**config.mk**
```make
export PLATFORM = sky130hd
export DESIGN_NAME = lbm_monitor
export DESIGN_NICKNAME = d
export VERILOG_FILES = /design/src/hdl/lbm_pkg.sv /design/src/hdl/lbm_bucket.sv /design/src/hdl/lbm_monitor.sv
export VERILOG_INCLUDE_DIRS = /design/src /design/src/hdl
export SDC_FILE = /design/constraint.sdc
export NUM_CORES = 1
export LEC_CHECK = 0
export CAP_MARGIN = 15
export CELL_PAD_IN_SITES_DETAIL_PLACEMENT = 0
export CELL_PAD_IN_SITES_GLOBAL_PLACEMENT = 1
export CORE_ASPECT_RATIO = 0.8
export CORE_MARGIN = 2
export CORE_UTILIZATION = 37
export CTS_CLUSTER_SIZE = 30
export DETAILED_ROUTE_END_ITERATION = 12
export DONT_BUFFER_PORTS = 1
export PLACE_DENSITY_LB_ADDON = 0.1
export SETUP_SLACK_MARGIN = 0.15
export SYNTH_ARGS = -nofsm -noshare
export SYNTH_HDL_FRONTEND = slang
export SYNTH_SLANG_ARGS = --single-unit
```
**constraint.sdc**
```tcl
create_clock -name aclk -period 12.2 [get_ports aclk]
set_input_delay 3.05 -clock aclk [delete_from_list [all_inputs] [get_ports aclk]]
set_output_delay 3.05 -clock aclk [all_outputs]
set_load 0.01 [all_outputs]
```
**src/hdl/lbm_cfg.svh**
```systemverilog
// Offsets, reset values and timing counts of the leaky bucket monitor
`ifndef LBM_CFG_SVH
`define LBM_CFG_SVH
// ----------------------------------------------------------------
// Register byte addresses
// ----------------------------------------------------------------
`define LBM_LEAK_RATE_SET1_ADDR 8'h00
`define LBM_ALARM_RAISE_SET2_ADDR 8'h04
`define LBM_BUCKET_SIZE_ADDR 8'h08
`define LBM_LEAK_RATE_SET2_ADDR 8'h0c
`define LBM_STATUS_ADDR 8'h10
`define LBM_IRQ_STAT_ADDR 8'h14
`define LBM_IRQ_MASK_ADDR 8'h18
// ----------------------------------------------------------------
// Reset values and fields
// ----------------------------------------------------------------
`define LBM_LEAK_RATE_SET1_RST 8'h01
`define LBM_ALARM_RAISE_SET2_RST 8'h06
`define LBM_BUCKET_SIZE_RST 8'h08
`define LBM_LEAK_RATE_SET2_RST 8'h01
`define LBM_LEAK_SEL_LSB 0
`define LBM_LEAK_SEL_MSB 1
`define LBM_IRQ_BITS 3
`define LBM_IRQ_ALARM_SET_BIT 0
`define LBM_IRQ_ALARM_CLR_BIT 1
`define LBM_IRQ_FAULT_BIT 2
// ----------------------------------------------------------------
// Timing
// ----------------------------------------------------------------
`define LBM_EVAL_PERIOD_MS 128
`define LBM_CLK_HZ 125000000
`define LBM_EVAL_CYCLES ((`LBM_EVAL_PERIOD_MS * 64'd125000000) / 1000)
`endif

```
**src/hdl/lbm_pkg.sv**
```systemverilog
// Types shared by the leaky bucket monitor files
package lbm_pkg;
	// One bucket's settings
	typedef struct packed {
		logic [1:0] leak_sel;
		logic [7:0] raise_level;
		logic [7:0] size_max;
	} lbm_bucket_cfg_t;
	// One bucket's visible state
	typedef struct packed {
		logic [7:0] level;
		logic alarm;
	} lbm_bucket_st_t;
	typedef enum logic [1:0] {LBM_IDLE, LBM_WDATA, LBM_WADDR, LBM_BRESP} lbm_wr_state_t;
endpackage

```
**src/hdl/lbm_bucket.sv**
```systemverilog
// One leaky bucket accumulator with leak timer and saturation
`timescale 1ns/1ns
module lbm_bucket
	import lbm_pkg::*;
(
	input wire logic aclk, // System clock
	input wire logic aresetn, // Synchronous reset, active low
	input wire logic eval_tick, // One pulse per evaluation cycle
	input wire logic fault_seen, // Fault seen in this cycle
	input wire lbm_bucket_cfg_t cfg, // Bucket settings
	output lbm_bucket_st_t st // Level and alarm
);
	logic [7:0] level_ff, nxt_level;
	logic [2:0] clean_ff, nxt_clean;
	logic alarm_ff, nxt_alarm;

	// Clean cycles needed per leak: 1, 2, 4 or 8
	function automatic logic [3:0] leak_len(input logic [1:0] sel);
		leak_len = 4'h1 << sel;
	endfunction

	// Fill, leak and saturate once per evaluation cycle
	always_comb begin
		nxt_level = level_ff;
		nxt_clean = clean_ff;
		nxt_alarm = alarm_ff;
		if (eval_tick) begin
			if (fault_seen) begin
				nxt_clean = 3'h0;
				if (level_ff < cfg.size_max) begin
					nxt_level = level_ff + 8'h01;
				end
			end else if ({1'b0, clean_ff} + 4'h1 >= leak_len(cfg.leak_sel)) begin
				nxt_clean = 3'h0;
				if (level_ff != 8'h00) begin
					nxt_level = level_ff - 8'h01;
				end
			end else begin
				nxt_clean = clean_ff + 3'h1;
			end
			// Clamp if software shrank the size below the level
			if (nxt_level > cfg.size_max) begin
				nxt_level = cfg.size_max;
			end
		end
		// Alarm raised on reaching the level, dropped when empty
		if (nxt_level >= cfg.raise_level && cfg.raise_level != 8'h00) begin
			nxt_alarm = 1'b1;
		end else if (nxt_level == 8'h00) begin
			nxt_alarm = 1'b0;
		end
	end

	// State registers
	always_ff @(posedge aclk) begin
		if (!aresetn) begin
			level_ff <= 8'h00;
			clean_ff <= 3'h0;
			alarm_ff <= 1'b0;
		end else begin
			level_ff <= nxt_level;
			clean_ff <= nxt_clean;
			alarm_ff <= nxt_alarm;
		end
	end

	assign st.level = level_ff;
	assign st.alarm = alarm_ff;

	// ----------------------------------------------------------------
	// Checks
	// ----------------------------------------------------------------
	level_sat_a: assert property (@(posedge aclk) disable iff (!aresetn)
		$past(eval_tick) |-> level_ff <= $past(cfg.size_max))
		else $error("bucket level above size");
	fill_step_a: assert property (@(posedge aclk) disable iff (!aresetn)
		eval_tick && fault_seen && level_ff < cfg.size_max |=> level_ff == $past(level_ff) + 8'h01)
		else $error("fill step missing");
	hold_idle_a: assert property (@(posedge aclk) disable iff (!aresetn)
		!eval_tick |=> level_ff == $past(level_ff))
		else $error("level moved outside an evaluation");
	leak_every_a: assert property (@(posedge aclk) disable iff (!aresetn)
		eval_tick && !fault_seen && cfg.leak_sel == 2'b00 && level_ff != 8'h00
		&& level_ff <= cfg.size_max |=> level_ff == $past(level_ff) - 8'h01)
		else $error("leak at code zero missing");
endmodule

```
**src/hdl/lbm_monitor.sv**
```systemverilog
// Leaky bucket activity monitor with AXI4-Lite registers
// How it works
// - A fixed 128 ms evaluation cycle judges once per cycle whether the input faulted.
// - Each evaluation cycle with a fault adds one to the accumulator while it is below the bucket size.
// - One is removed after each run of 1, 2, 4 or 8 clean cycles chosen by a 2-bit code.
// - The set 1 leak selector resets to code 01, draining at half the fill rate.
// - At each evaluation the accumulator is clamped to the bucket size, which resets to 8.
//
// Design decisions made here: the AXI4-Lite interface to the registers and the placing of the registers.
`timescale 1ns/1ns
`include "lbm_cfg.svh"
module lbm_monitor
	import lbm_pkg::*;
#(
	parameter logic [31:0] EVAL_CYCLES = 32'(`LBM_EVAL_CYCLES)
)(
	input wire logic aclk, // 125 MHz clock
	input wire logic aresetn, // Synchronous reset, active low
	input wire logic ref_fault, // Fault or erratic pulse from the clock monitor
	output logic inactivity_alarm, // Set 2 alarm to reference selection
	output logic irq, // Level interrupt
	input wire logic [7:0] s_axi_awaddr, // Write address
	input wire logic s_axi_awvalid, // Write address valid
	output logic s_axi_awready, // Write address ready
	input wire logic [31:0] s_axi_wdata, // Write data
	input wire logic [3:0] s_axi_wstrb, // Write strobes
	input wire logic s_axi_wvalid, // Write data valid
	output logic s_axi_wready, // Write data ready
	output logic [1:0] s_axi_bresp, // Write response
	output logic s_axi_bvalid, // Write response valid
	input wire logic s_axi_bready, // Write response ready
	input wire logic [7:0] s_axi_araddr, // Read address
	input wire logic s_axi_arvalid, // Read address valid
	output logic s_axi_arready, // Read address ready
	output logic [31:0] s_axi_rdata, // Read data
	output logic [1:0] s_axi_rresp, // Read response
	output logic s_axi_rvalid, // Read data valid
	input wire logic s_axi_rready // Read data ready
);
	// ----------------------------------------------------------------
	// Evaluation timer and fault capture
	// ----------------------------------------------------------------
	logic [31:0] tick_cnt_ff, nxt_tick_cnt;
	logic fault_ff, nxt_fault;
	logic eval_tick;

	// Faults between ticks are latched so a short glitch still counts
	always_comb begin
		eval_tick = (tick_cnt_ff == EVAL_CYCLES - 32'h1);
		nxt_tick_cnt = eval_tick ? 32'h0 : tick_cnt_ff + 32'h1;
		nxt_fault = eval_tick ? 1'b0 : (fault_ff | ref_fault); // Tick cycle fault counts once
	end

	always_ff @(posedge aclk) begin
		if (!aresetn) begin
			tick_cnt_ff <= 32'h0;
			fault_ff <= 1'b0;
		end else begin
			tick_cnt_ff <= nxt_tick_cnt;
			fault_ff <= nxt_fault;
		end
	end

	// ----------------------------------------------------------------
	// Registers
	// ----------------------------------------------------------------
	logic [1:0] leak1_ff, nxt_leak1, leak2_ff, nxt_leak2;
	logic [7:0] raise2_ff, nxt_raise2, size_ff, nxt_size;
	logic [`LBM_IRQ_BITS-1:0] istat_ff, nxt_istat, imask_ff, nxt_imask, ev;
	lbm_bucket_cfg_t cfg1, cfg2;
	lbm_bucket_st_t st1, st2;
	logic alarm2_q_ff;

	// Set 1 has no alarm of its own here; its raise level is left off
	assign cfg1 = '{leak_sel: leak1_ff, raise_level: 8'h00, size_max: size_ff};
	assign cfg2 = '{leak_sel: leak2_ff, raise_level: raise2_ff, size_max: size_ff};

	// ----------------------------------------------------------------
	// Bucket instances
	// ----------------------------------------------------------------
	lbm_bucket u_bucket1 (
		.aclk(aclk),
		.aresetn(aresetn),
		.eval_tick(eval_tick),
		.fault_seen(fault_ff | ref_fault),
		.cfg(cfg1),
		.st(st1)
	);
	lbm_bucket u_bucket2 (
		.aclk(aclk),
		.aresetn(aresetn),
		.eval_tick(eval_tick),
		.fault_seen(fault_ff | ref_fault),
		.cfg(cfg2),
		.st(st2)
	);

	assign inactivity_alarm = st2.alarm;

	// ----------------------------------------------------------------
	// AXI4-Lite write side
	// ----------------------------------------------------------------
	lbm_wr_state_t wst_ff, nxt_wst;
	logic [7:0] waddr_ff, nxt_waddr;
	logic [31:0] wdata_ff, nxt_wdata;
	logic [1:0] bresp_ff, nxt_bresp;
	logic do_write;
	logic [7:0] wa;
	logic [31:0] wd;
	logic ws;
	logic wstrb0_ff, nxt_wstrb0;

	// Address decode shared by both directions
	function automatic logic addr_ok(input logic [7:0] a);
		case (a)
			`LBM_LEAK_RATE_SET1_ADDR, `LBM_ALARM_RAISE_SET2_ADDR, `LBM_BUCKET_SIZE_ADDR,
			`LBM_LEAK_RATE_SET2_ADDR, `LBM_STATUS_ADDR, `LBM_IRQ_STAT_ADDR,
			`LBM_IRQ_MASK_ADDR: addr_ok = 1'b1;
			default: addr_ok = 1'b0;
		endcase
	endfunction

	// Address and data accepted in either order; response after both
	always_comb begin
		nxt_wst = wst_ff;
		nxt_waddr = waddr_ff;
		nxt_wdata = wdata_ff;
		nxt_bresp = bresp_ff;
		nxt_wstrb0 = wstrb0_ff;
		do_write = 1'b0;
		// Buffered halves come from flops, live halves from the bus
		wa = (wst_ff == LBM_WDATA) ? waddr_ff : s_axi_awaddr;
		wd = (wst_ff == LBM_WADDR) ? wdata_ff : s_axi_wdata;
		ws = (wst_ff == LBM_WADDR) ? wstrb0_ff : s_axi_wstrb[0];
		s_axi_awready = (wst_ff == LBM_IDLE) || (wst_ff == LBM_WADDR);
		s_axi_wready = (wst_ff == LBM_IDLE) || (wst_ff == LBM_WDATA);
		case (wst_ff)
			LBM_IDLE: begin
				if (s_axi_awvalid && s_axi_wvalid) begin
					do_write = 1'b1;
				end else if (s_axi_awvalid) begin
					nxt_waddr = s_axi_awaddr;
					nxt_wst = LBM_WDATA;
				end else if (s_axi_wvalid) begin
					nxt_wdata = s_axi_wdata;
					nxt_wstrb0 = s_axi_wstrb[0];
					nxt_wst = LBM_WADDR;
				end
			end
			LBM_WDATA: do_write = s_axi_wvalid;
			LBM_WADDR: do_write = s_axi_awvalid;
			LBM_BRESP: if (s_axi_bready) nxt_wst = LBM_IDLE;
			default: nxt_wst = LBM_IDLE;
		endcase
		if (do_write) begin
			nxt_bresp = addr_ok(wa) ? 2'b00 : 2'b10;
			nxt_wst = LBM_BRESP;
		end
	end

	assign s_axi_bvalid = (wst_ff == LBM_BRESP);
	assign s_axi_bresp = bresp_ff;

	// Register writes; strobe lane 0 carries every field
	always_comb begin
		nxt_leak1 = leak1_ff;
		nxt_leak2 = leak2_ff;
		nxt_raise2 = raise2_ff;
		nxt_size = size_ff;
		nxt_imask = imask_ff;
		nxt_istat = istat_ff;
		ev = '0;
		ev[`LBM_IRQ_ALARM_SET_BIT] = st2.alarm & ~alarm2_q_ff;
		ev[`LBM_IRQ_ALARM_CLR_BIT] = ~st2.alarm & alarm2_q_ff;
		ev[`LBM_IRQ_FAULT_BIT] = eval_tick & (fault_ff | ref_fault);
		if (do_write && ws) begin
			case (wa)
				`LBM_LEAK_RATE_SET1_ADDR: nxt_leak1 = wd[`LBM_LEAK_SEL_MSB:`LBM_LEAK_SEL_LSB];
				`LBM_LEAK_RATE_SET2_ADDR: nxt_leak2 = wd[`LBM_LEAK_SEL_MSB:`LBM_LEAK_SEL_LSB];
				`LBM_ALARM_RAISE_SET2_ADDR: nxt_raise2 = wd[7:0];
				`LBM_BUCKET_SIZE_ADDR: nxt_size = wd[7:0];
				`LBM_IRQ_MASK_ADDR: nxt_imask = wd[`LBM_IRQ_BITS-1:0];
				`LBM_IRQ_STAT_ADDR: nxt_istat = istat_ff & ~wd[`LBM_IRQ_BITS-1:0];
				default: nxt_istat = istat_ff;
			endcase
		end
		// Set after clear, so a new event is never lost
		nxt_istat = nxt_istat | ev;
	end

	always_ff @(posedge aclk) begin
		if (!aresetn) begin
			wst_ff <= LBM_IDLE;
			waddr_ff <= 8'h00;
			wdata_ff <= 32'h0;
			wstrb0_ff <= 1'b0;
			bresp_ff <= 2'b00;
			leak1_ff <= 2'(`LBM_LEAK_RATE_SET1_RST);
			leak2_ff <= 2'(`LBM_LEAK_RATE_SET2_RST);
			raise2_ff <= `LBM_ALARM_RAISE_SET2_RST;
			size_ff <= `LBM_BUCKET_SIZE_RST;
			imask_ff <= '0;
			istat_ff <= '0;
			alarm2_q_ff <= 1'b0;
		end else begin
			wst_ff <= nxt_wst;
			waddr_ff <= nxt_waddr;
			wdata_ff <= nxt_wdata;
			wstrb0_ff <= nxt_wstrb0;
			bresp_ff <= nxt_bresp;
			leak1_ff <= nxt_leak1;
			leak2_ff <= nxt_leak2;
			raise2_ff <= nxt_raise2;
			size_ff <= nxt_size;
			imask_ff <= nxt_imask;
			istat_ff <= nxt_istat;
			alarm2_q_ff <= st2.alarm;
		end
	end

	assign irq = |(istat_ff & imask_ff);

	// ----------------------------------------------------------------
	// AXI4-Lite read side
	// ----------------------------------------------------------------
	logic rvalid_ff, nxt_rvalid;
	logic [31:0] rdata_ff, nxt_rdata;
	logic [1:0] rresp_ff, nxt_rresp;

	// One read at a time; data registered one cycle after the address
	always_comb begin
		nxt_rvalid = rvalid_ff;
		nxt_rdata = rdata_ff;
		nxt_rresp = rresp_ff;
		s_axi_arready = !rvalid_ff;
		if (rvalid_ff && s_axi_rready) begin
			nxt_rvalid = 1'b0;
		end
		if (s_axi_arvalid && !rvalid_ff) begin
			nxt_rvalid = 1'b1;
			nxt_rresp = addr_ok(s_axi_araddr) ? 2'b00 : 2'b10;
			case (s_axi_araddr)
				`LBM_LEAK_RATE_SET1_ADDR: nxt_rdata = {30'h0, leak1_ff};
				`LBM_LEAK_RATE_SET2_ADDR: nxt_rdata = {30'h0, leak2_ff};
				`LBM_ALARM_RAISE_SET2_ADDR: nxt_rdata = {24'h0, raise2_ff};
				`LBM_BUCKET_SIZE_ADDR: nxt_rdata = {24'h0, size_ff};
				`LBM_STATUS_ADDR: nxt_rdata = {15'h0, st2.alarm, st2.level, st1.level};
				`LBM_IRQ_STAT_ADDR: nxt_rdata = {29'h0, istat_ff};
				`LBM_IRQ_MASK_ADDR: nxt_rdata = {29'h0, imask_ff};
				default: nxt_rdata = 32'h0;
			endcase
		end
	end

	always_ff @(posedge aclk) begin
		if (!aresetn) begin
			rvalid_ff <= 1'b0;
			rdata_ff <= 32'h0;
			rresp_ff <= 2'b00;
		end else begin
			rvalid_ff <= nxt_rvalid;
			rdata_ff <= nxt_rdata;
			rresp_ff <= nxt_rresp;
		end
	end

	assign s_axi_rvalid = rvalid_ff;
	assign s_axi_rdata = rdata_ff;
	assign s_axi_rresp = rresp_ff;

	// ----------------------------------------------------------------
	// Checks
	// ----------------------------------------------------------------
	tick_period_a: assert property (@(posedge aclk) disable iff (!aresetn)
		eval_tick |=> !eval_tick && tick_cnt_ff == 32'h0)
		else $error("evaluation tick not periodic");
	leak_reset_a: assert property (@(posedge aclk)
		!aresetn |=> leak1_ff == 2'b01)
		else $error("set 1 leak code not 01 after reset");
	raise_reset_a: assert property (@(posedge aclk)
		!aresetn |=> raise2_ff == 8'h06 && size_ff == 8'h08)
		else $error("set 2 raise level or size wrong after reset");
	alarm_level_a: assert property (@(posedge aclk) disable iff (!aresetn)
		st2.level >= raise2_ff && raise2_ff != 8'h00 && !$changed(raise2_ff) |-> inactivity_alarm)
		else $error("alarm low at raise level");
	irq_stick_a: assert property (@(posedge aclk) disable iff (!aresetn)
		istat_ff[`LBM_IRQ_FAULT_BIT] && !do_write |=> istat_ff[`LBM_IRQ_FAULT_BIT])
		else $error("status bit dropped without a clear");
	set_wins_a: assert property (@(posedge aclk) disable iff (!aresetn)
		ev[`LBM_IRQ_FAULT_BIT] |=> istat_ff[`LBM_IRQ_FAULT_BIT])
		else $error("status event lost to a clear");
	busy_block_a: assert property (@(posedge aclk) disable iff (!aresetn)
		s_axi_bvalid |-> !s_axi_awready && !s_axi_wready)
		else $error("write accepted while response pending");
	read_block_a: assert property (@(posedge aclk) disable iff (!aresetn)
		s_axi_rvalid |-> !s_axi_arready)
		else $error("read accepted while data pending");
	alarm_drop_a: assert property (@(posedge aclk) disable iff (!aresetn)
		st2.level == 8'h00 |-> !inactivity_alarm)
		else $error("alarm high with empty bucket");
	fill_once_a: assert property (@(posedge aclk) disable iff (!aresetn)
		eval_tick |=> {1'b0, st1.level} <= {1'b0, $past(st1.level)} + 9'h001)
		else $error("bucket rose by more than one");
	leak_only_a: assert property (@(posedge aclk) disable iff (!aresetn)
		eval_tick && !(fault_ff | ref_fault) |=> st2.level <= $past(st2.level))
		else $error("bucket rose in a clean cycle");
	fault_latch_a: assert property (@(posedge aclk) disable iff (!aresetn)
		ref_fault && !eval_tick |=> fault_ff)
		else $error("fault not held until the evaluation");
	fault_clear_a: assert property (@(posedge aclk) disable iff (!aresetn)
		eval_tick |=> !fault_ff)
		else $error("fault carried into the next cycle");
endmodule

```
==> metrics.yaml, run 1 <==
drtIter0Drc: 432
cts_root_buffer: "clkbuf_16"
drv_slew: 0
period_needed_ps: 7893
worst_pin_slew_ps: 1111
worstPathArrival_ps: 8190
drv_cap: 0
start_util: 0.3755
wl_mm: 20.80
io_buffers: 0
fill_cells: 1978
rsz0062_at_grt: "no"
yosys.area_share.simple: 0.2539
hold_violations: 0
finClkSkew_ps: 9.746
io_pins: 103
cp-start-kind: "primary input"
ys_warn_count: 0
nNetsFinal: 1024
cts-resized-gates: 0
synth_edf_count: 0
drt.antenna.violating_nets: 0
finalSetupViolations: 0
drive_above_1_share: 0.06725
synth_xor_area_frac: 0.03427
clk_path_buf_depth: 2
clk_pin_slew_ps: 60
leakagePower_nw: 3.310
first_global_vias: 6268
post-cts-setup-buffers: 0
grt_first_pass_wirelength_mm: 33.43
antenna_found_initial: 0
vias_per_cell: 5.535
crit_type: "primary input to flip-flop"
dp_slack_ps: 3910
ys_seq_area_frac: 0.3295
rows: 46
layout_common_cells: "122 x dfxtp_1, 106 x nor2_1, 96 x nand2_1"
htreeDepth: 4
worstHoldPathType: "flip-flop to flip-flop"
core_mm2: 0.01974
wl_per_cell_um: 17.54
dp.cells: 1154
status: "complete, no violations"
async_flop_share: 0
vdd_drop_max_mv: 0.1017
die_h_um: 130.6
area_growth_pct: 10.50
cts_num_sinks: 122
cts_buffers: 17
ff_latch_area_mm2: 0.002442
avgSynthCellArea_um2: 8.039
ctsHoldBuffers: 0
synth_cell_types: 71
synth_compound_area_frac: 0.2014
cts_tree: "done"
cp_max_fo: 12
setup_ws_ps: 4307
synthAdderAreaFrac: 0.09284
pwr_density_cell_mw_per_mm2: 117.4
dieArea_mm2: 0.02119
synth_flop_cell: "dfxtp_1"
muxShareOfSynthArea: 0.03072
setup_tns_ps: 0
fin_cells: 1186
dpl.hpwl_mm: 15.63
num_antenna_cells: 0
ys_ff_latch: 122
grt_usage: 0.2015
vias: 6564
fmax_mhz: 126.7
grt_overflow: 0
die_w_um: 162.2
clk_latency_ps: 420
critPathCaptureType: "flip-flop"
synth_area_mm2: 0.007412
grt_max_degree: 55
period_share: 0.6470
multi_input_area_mm2: 0.004619
synth_top_family_by_area: "simple AND/OR/NAND/NOR gates"
dr.pass1.iters: 6
required_ps: 12500
gp_congestion: 0.8556
final_common_cell: "dfxtp_1"
post-route-drc-count: 0
syn_inst: 922
maxSlewHeadroom: 0.2579
## flip-flops by register name (all words and copies together) (netlist names), 2 cells and up
name                flops
imask_ff                3
istat_ff                3
leak1_ff                2
leak2_ff                2
raise2_ff               8
s_axi_rdata            17
size_ff                 8
tick_cnt_ff            32
u_bucket1.clean_ff      3
u_bucket1.level_ff      8
u_bucket2.clean_ff      3
u_bucket2.level_ff      8
waddr_ff                8
wdata_ff                8
wst_ff                  2
## per-stage QoR
step | hold slack (ps) | total power [mW] | area, µm² | utilization
after floorplan | 417.9 | 0.4583 | 7472 | -
after global placement | 427.2 | 0.4633 | 7595 | 0.3847
after detailed placement | 440.1 | 0.4646 | 7595 | 0.3847
after CTS | 453.8 | 0.9736 | 8190 | 0.4149
after global routing | 476.1 | 0.9958 | 8190 | 0.4149
final | 449.6 | 0.9617 | 8190 | 0.4149
## final timing paths
kind                         startpoint                  to  slack (ps)  cells past startpoint
setup / recovery              ref_fault  u_bucket2.alarm_ff        4310                     20
hold / removal           tick_cnt_ff[0]      tick_cnt_ff[0]         450                      1
setup reg to reg  u_bucket2.clean_ff[0]  u_bucket2.alarm_ff        6190                     25
hold reg to reg          tick_cnt_ff[0]      tick_cnt_ff[0]         450                      1
## kinds of logic (layout without fill, tap and decap cells)
group / count (synthesis) / in the layout
adder cells (fa/ha/maj): 55 / 55
AO/OA/AOI/OAI: 220 / 220
multiplexers: 21 / 21
flip-flops: 122 / 122
XOR/XNOR: 29 / 29
AND/OR/NAND/NOR: 381 / 381
other: 1 / 17
buffers and inverters: 93 / 77
## layout make-up
| cell class | instances | area share |
|---|---|---|
| well taps | 264 | 0.04033 |
| inverters | 36 | 0.01650 |
| multi-input cells | 723 | 0.5640 |
| clock inverters | 13 | 0.01742 |
| repair buffers | 9 | 0.008249 |
| flip-flops and latches | 122 | 0.2982 |
| clock buffers | 19 | 0.05530 |
## report_power, final
group	internal (mW)	total, mW	switching [mW]
Clock	0.313	0.506	0.193
Sequential	0.404	0.409	0.00527
Combinational	0.0152	0.0468	0.0316
## synth_stat cells, types with 10 or more instances
library cell | n | area [µm²]
a211oi_1 | 19 | 142.6
a21o_1 | 23 | 172.7
a21oi_1 | 72 | 360.4
and2_1 | 16 | 100.1
and3_1 | 11 | 68.82
buf_4 | 17 | 127.6
clkbuf_1 | 35 | 131.4
dfxtp_1 | 122 | 2442
ha_1 | 55 | 688.2
inv_1 | 35 | 131.4
mux2i_1 | 16 | 160.2
nand2_1 | 96 | 360.4
nand2b_1 | 18 | 112.6
nand3_1 | 34 | 170.2
nand4_1 | 19 | 118.9
nor2_1 | 106 | 397.9
nor3_1 | 22 | 110.1
o21ai_0 | 26 | 130.1
or3_1 | 10 | 62.56
xor2_1 | 20 | 175.2
## per-layer routing
| metal | up-vias | GRT usage | wire length [µm] |
|---|---|---|---|
| met1 | 3093 | 0.2871 | 10420 |
| met4 | 0 | 0.06767 | 416 |
| li1 | 3277 | - | - |
| met3 | 29 | 0.04198 | 1128 |
| met5 | - | 0 | 0 |
| met2 | 165 | 0.3044 | 8837 |
## worst max-delay path, cell delays in order
cell and delay, ps:
or2_2 410, nor3_1 720, a221oi_1 200, a211oi_1 430, ha_1 340, nor2b_1 140, o211ai_1 170, nand4_1 170
and2_1 250, o31a_1 310, o22ai_1 270, ha_1 290, nand2b_1 140, a21o_1 170, a21o_1 180, a21oi_1 150
o21ai_0 100, o2111ai_1 130, nand4_1 120, o41a_1 420
No activity file was read; power rests on OpenSTA's default activity.
==> run 2, diff against run 1 <==
- ABC_AREA: unset -> 1
- clock period: 12.2 -> 8.1 ns (I/O delays scaled with it)
==> metrics.yaml, run 2 <==
crit_path_max_incr_delay_ps: 550
wl_per_cell_um: 15.68
die_w_um: 169.0
async_flop_share: 0
vias: 7535
ys_seq_area_frac: 0.3030
cts_buffers: 17
cp-start-kind: "primary input"
synth_edf_count: 0
maxSlewHeadroom: 0.4249
fin_cells: 1499
rows: 48
synth_area_mm2: 0.008060
vdd_drop_max_mv: 0.1259
worstPathArrival_ps: 5860
fmax_mhz: 180.0
synth_cell_types: 52
avgSynthCellArea_um2: 6.634
vias_per_cell: 5.027
io_pins: 103
synth_flop_cell: "dfxtp_1"
required_ps: 8410
post-route-drc-count: 0
synth_common_cells: "285 x nand2_1, 160 x inv_1, 122 x dfxtp_1"
rsz0062_at_grt: "no"
clk_path_buf_depth: 2
core_mm2: 0.02150
worstHoldPathType: "flip-flop to flip-flop"
ctsHoldBuffers: 0
io_buffers: 0
cts_root_buffer: "clkbuf_16"
grt_first_pass_wirelength_mm: 38.30
status: "complete, no violations"
syn_inst: 1215
final_common_cell: "nand2_1"
die_h_um: 136.0
dp.cells: 1466
wl_mm: 23.51
cts_tree: "done"
period_share: 0.6859
drtIter0Drc: 453
yosysMostFrequentCell: "nand2_1"
clk_pin_slew_ps: 60
reg2reg_slack_ps: 3010
layout_common_cells: "285 x nand2_1, 160 x inv_1, 122 x dfxtp_1"
top_register: "tick_cnt_ff"
cp_common_cell: "nand2_1"
area_growth_pct: 10.54
yosysTopAreaCellShare: 0.3030
dp_slack_ps: 2156
ys_ff_latch: 122
crit_type: "primary input to flip-flop"
period_needed_ps: 5556
dpl.hpwl_mm: 17.67
grt_max_degree: 49
drv_cap: 0
worst_pin_slew_ps: 859.5
start_util: 0.3749
drv_slew: 0
grt_usage: 0.2142
finalSetupViolations: 0
num_antenna_cells: 0
critPathCaptureType: "flip-flop"
path_buf_inv: 6
cts-resized-gates: 0
ys_top_cells_by_area: "dfxtp_1 30%, nand2_1 13%, ha_1 8.5%, inv_1 7.5%, nor2_1 5.4%"
pwr_density_cell_mw_per_mm2: 181.7
clk_latency_ps: 420
leakagePower_nw: 4.115
hold_violations: 0
htreeDepth: 4
nNetsFinal: 1326
first_global_vias: 6924
crit_slowest_cell: "clkinv_1"
drive_above_1_share: 0.06781
gp_congestion: 0.7973
setup_ws_ps: 2544
finClkSkew_ps: 13.82
grt_overflow: 0
cts_num_sinks: 122
post-cts-setup-buffers: 0
yosysTopAreaCell: "dfxtp_1"
ys_warn_count: 0
drt.antenna.violating_nets: 0
antenna_found_initial: 0
cp_top_family: "simple AND/OR/NAND/NOR gates"
final_core_util: 0.4144
setup_tns_ps: 0
cp_max_fo: 20
largest_reg_flops: 32
dr.pass1.iters: 5
dieArea_mm2: 0.02299
==> run 2: final timing paths <==
kind,startpoint,end,cells past startpoint
min reg2reg,alarm2_q_ff,istat_ff[0],1
max,ref_fault,u_bucket2.alarm_ff,26
max reg2reg,u_bucket2.clean_ff[0],u_bucket2.alarm_ff,29
min,alarm2_q_ff,istat_ff[0],1
==> run 2: logic make-up after synthesis <==
family,count (synthesis),share of synthesized area
multiplexers,3,0.003726
other,1,0.0004652
buffers and inverters,227,0.1149
XOR/XNOR,23,0.02499
flip-flops,122,0.3030
AO/OA/AOI/OAI,220,0.1555
adder cells (fa/ha/maj),55,0.08538
AND/OR/NAND/NOR,564,0.3120
==> run 2: final cells by class <==
type / count / area [µm²]
Fill cell: 2336 / 12590
Multi-Input combinational cell: 882 / 4752
Sequential cell: 122 / 2442
Inverter: 180 / 675.6
Clock buffer: 19 / 442.9
Tap cell: 275 / 344.1
Clock inverter: 13 / 192.7
Timing Repair Buffer: 8 / 60.06
==> run 2: worst reg2reg max path: cells and delay by family, from the launching register on <==
family,cells,cell delay (ps)
DFF,1,350
and+or+nand+nor,15,2090
AOI/OAI and AO/OA,5,660
buffers and inverters,4,680
xor gates and xnor gates,1,170
adders and majority gates,4,1030
==> run 2: layer usage <==
metal | up-vias | GRT usage | part of all wire
li1 | 3943 | - | -
met3 | 16 | 0.03901 | 0.048
met5 | - | 0 | 0
met2 | 147 | 0.2921 | 0.39
met1 | 3429 | 0.3408 | 0.56
met4 | 0 | 0.04748 | 0.0086
==> run 2: power by group <==
part | total (mW) | internal, mW | switching, mW
Combinational | 0.162 | 0.0455 | 0.116
Sequential | 0.629 | 0.616 | 0.0134
Clock | 0.828 | 0.526 | 0.302
==> run 2: stage by stage <==
stage / hold slack, ps / instance area, µm² / power, mW
3_5_place_dp: 443.8 / 8267 / 0.8013
3_3_place_gp: 435.4 / 8267 / 0.8009
4_1_cts: 453.9 / 8902 / 1.632
6_report: 451.8 / 8910 / 1.618
5_1_grt: 482.4 / 8910 / 1.686
2_1_floorplan: 426.8 / 8120 / 0.7663
==> run 3, diff against run 2 <==
- clock period: 8.1 -> 5.28 ns (I/O delays scaled with it)
==> metrics.yaml, run 3 (same netlist as run 2, synthesis figures left out) <==
status: "complete, no violations"
cts_buffers: 17
worstHoldPathType: "flip-flop to flip-flop"
antenna_found_initial: 0
setup_tns_ps: 0
fill_cells: 2314
seq_power_share: 0.379
dr.pass1.iters: 6
reg2reg_slack_ps: 750
cp_max_fo: 9
drive_above_1_share: 0.07767
cts_tree: "done"
core_mm2: 0.02150
area_growth_pct: 12.11
dp_slack_ps: 567.8
holdWs_ps: 452.9
vias_per_cell: 4.986
setup_ws_ps: 754.0
grtUsageMet3: 0.03610
p_int_mw: 1.829
htreeDepth: 4
grt.met2_usage: 0.2996
cts_num_sinks: 122
swShare: 0.2808
crit_path_max_incr_delay_ps: 380
crit_slowest_cell: "dfxtp_1"
gp_congestion: 0.8193
drtIter0Drc: 491
largest_reg_flops: 32
drv_cap: 0
die_w_um: 169.0
postPlaceCellArea_mm2: 0.008357
drt.antenna.violating_nets: 0
ctsHoldBuffers: 0
hold_violations: 0
grt_first_pass_wirelength_mm: 38.23
path_buf_inv: 3
startpoint: "size_ff[7]"
final_core_util: 0.4203
grt_max_degree: 49
post-cts-setup-buffers: 0
critPathCaptureType: "flip-flop"
cp_common_cell: "nand2_1"
worstReg2RegStart: "size_ff[7]"
drv_slew: 0
leakagePower_nw: 4.195
final_common_cell: "nand2_1"
stdcell_area_mm2: 0.009036
top_usage_layer: "met1"
cts-resized-gates: 0
period_needed_ps: 4526
p_switching_uw: 714.1
finClkSkew_ps: 10.56
required_ps: 5590
first_global_vias: 6876
cp-start-kind: "flip-flop"
cts_root_buffer: "clkbuf_16"
period_share: 0.8572
cp_top_family: "simple AND/OR/NAND/NOR gates"
worstPathArrival_ps: 4840
die_h_um: 136.0
p_comb_frac: 0.099
clk_pin_slew_ps: 70
num_antenna_cells: 0
rsz0062_at_grt: "no"
wl_mm: 23.85
use_met1: 0.3379
wl_per_cell_um: 15.79
worst_pin_slew_ps: 1169
pwr_density_cell_mw_per_mm2: 281.4
clk_latency_ps: 430
top_register: "tick_cnt_ff"
start_util: 0.3749
grt_usage: 0.2139
maxSlewHeadroom: 0.2127
rows: 48
layout_common_cells: "285 x nand2_1, 160 x inv_1, 122 x dfxtp_1"
grt_overflow: 0
dpl.hpwl_mm: 17.96
io_buffers: 0
fmax_mhz: 220.9
io_pins: 103
dieArea_mm2: 0.02299
hp-start: "alarm2_q_ff"
clk_path_buf_depth: 2
power.share.clock: 0.522
finalSetupViolations: 0
crit_type: "flip-flop to flip-flop"
vias: 7534
vdd_drop_max_mv: 0.1585
nNetsFinal: 1338
post-route-drc-count: 0
[run 3: per-layer routing]
| layer | up-vias | part of all wire |
|---|---|---|
| met1 | 3428 | 0.56 |
| met3 | 17 | 0.039 |
| met5 | - | 0 |
| met4 | 0 | 0.0086 |
| met2 | 126 | 0.39 |
| li1 | 3963 | - |
[run 3: worst paths after layout]
kind / end / depth (start not counted)
max reg2reg: u_bucket2.alarm_ff / 26
min reg2reg: istat_ff[0] / 1
min: istat_ff[0] / 1
max: u_bucket2.alarm_ff / 26
[run 3: layout make-up]
type                    instances  area, µm²  area share
inverters                     180      675.6     0.07477
multi-input cells             882       4752      0.5259
clock inverters                15      226.5     0.02506
clock buffers                  17      425.4     0.04708
well taps                     275      344.1     0.03808
repair buffers                 20      170.2     0.01883
flip-flops and latches        122       2442      0.2703
[run 3: metrics by stage]
step	cells	total power [mW]
after floorplan	1231	1.176
after global placement	1478	1.232
after detailed placement	1478	1.232
after CTS	1510	2.566
after global routing	1511	2.643
final	1511	2.543
[run 3: power groups by stage]
stage          Combinational (mW)  Clock (mW)  Sequential (mW)
2_1_floorplan               0.194           0            0.981
3_3_place_gp                0.247           0            0.985
3_5_place_dp                0.247           0            0.985
4_1_cts                     0.248        1.35            0.964
5_1_grt                     0.284        1.39            0.967
6_report                    0.251        1.33            0.964
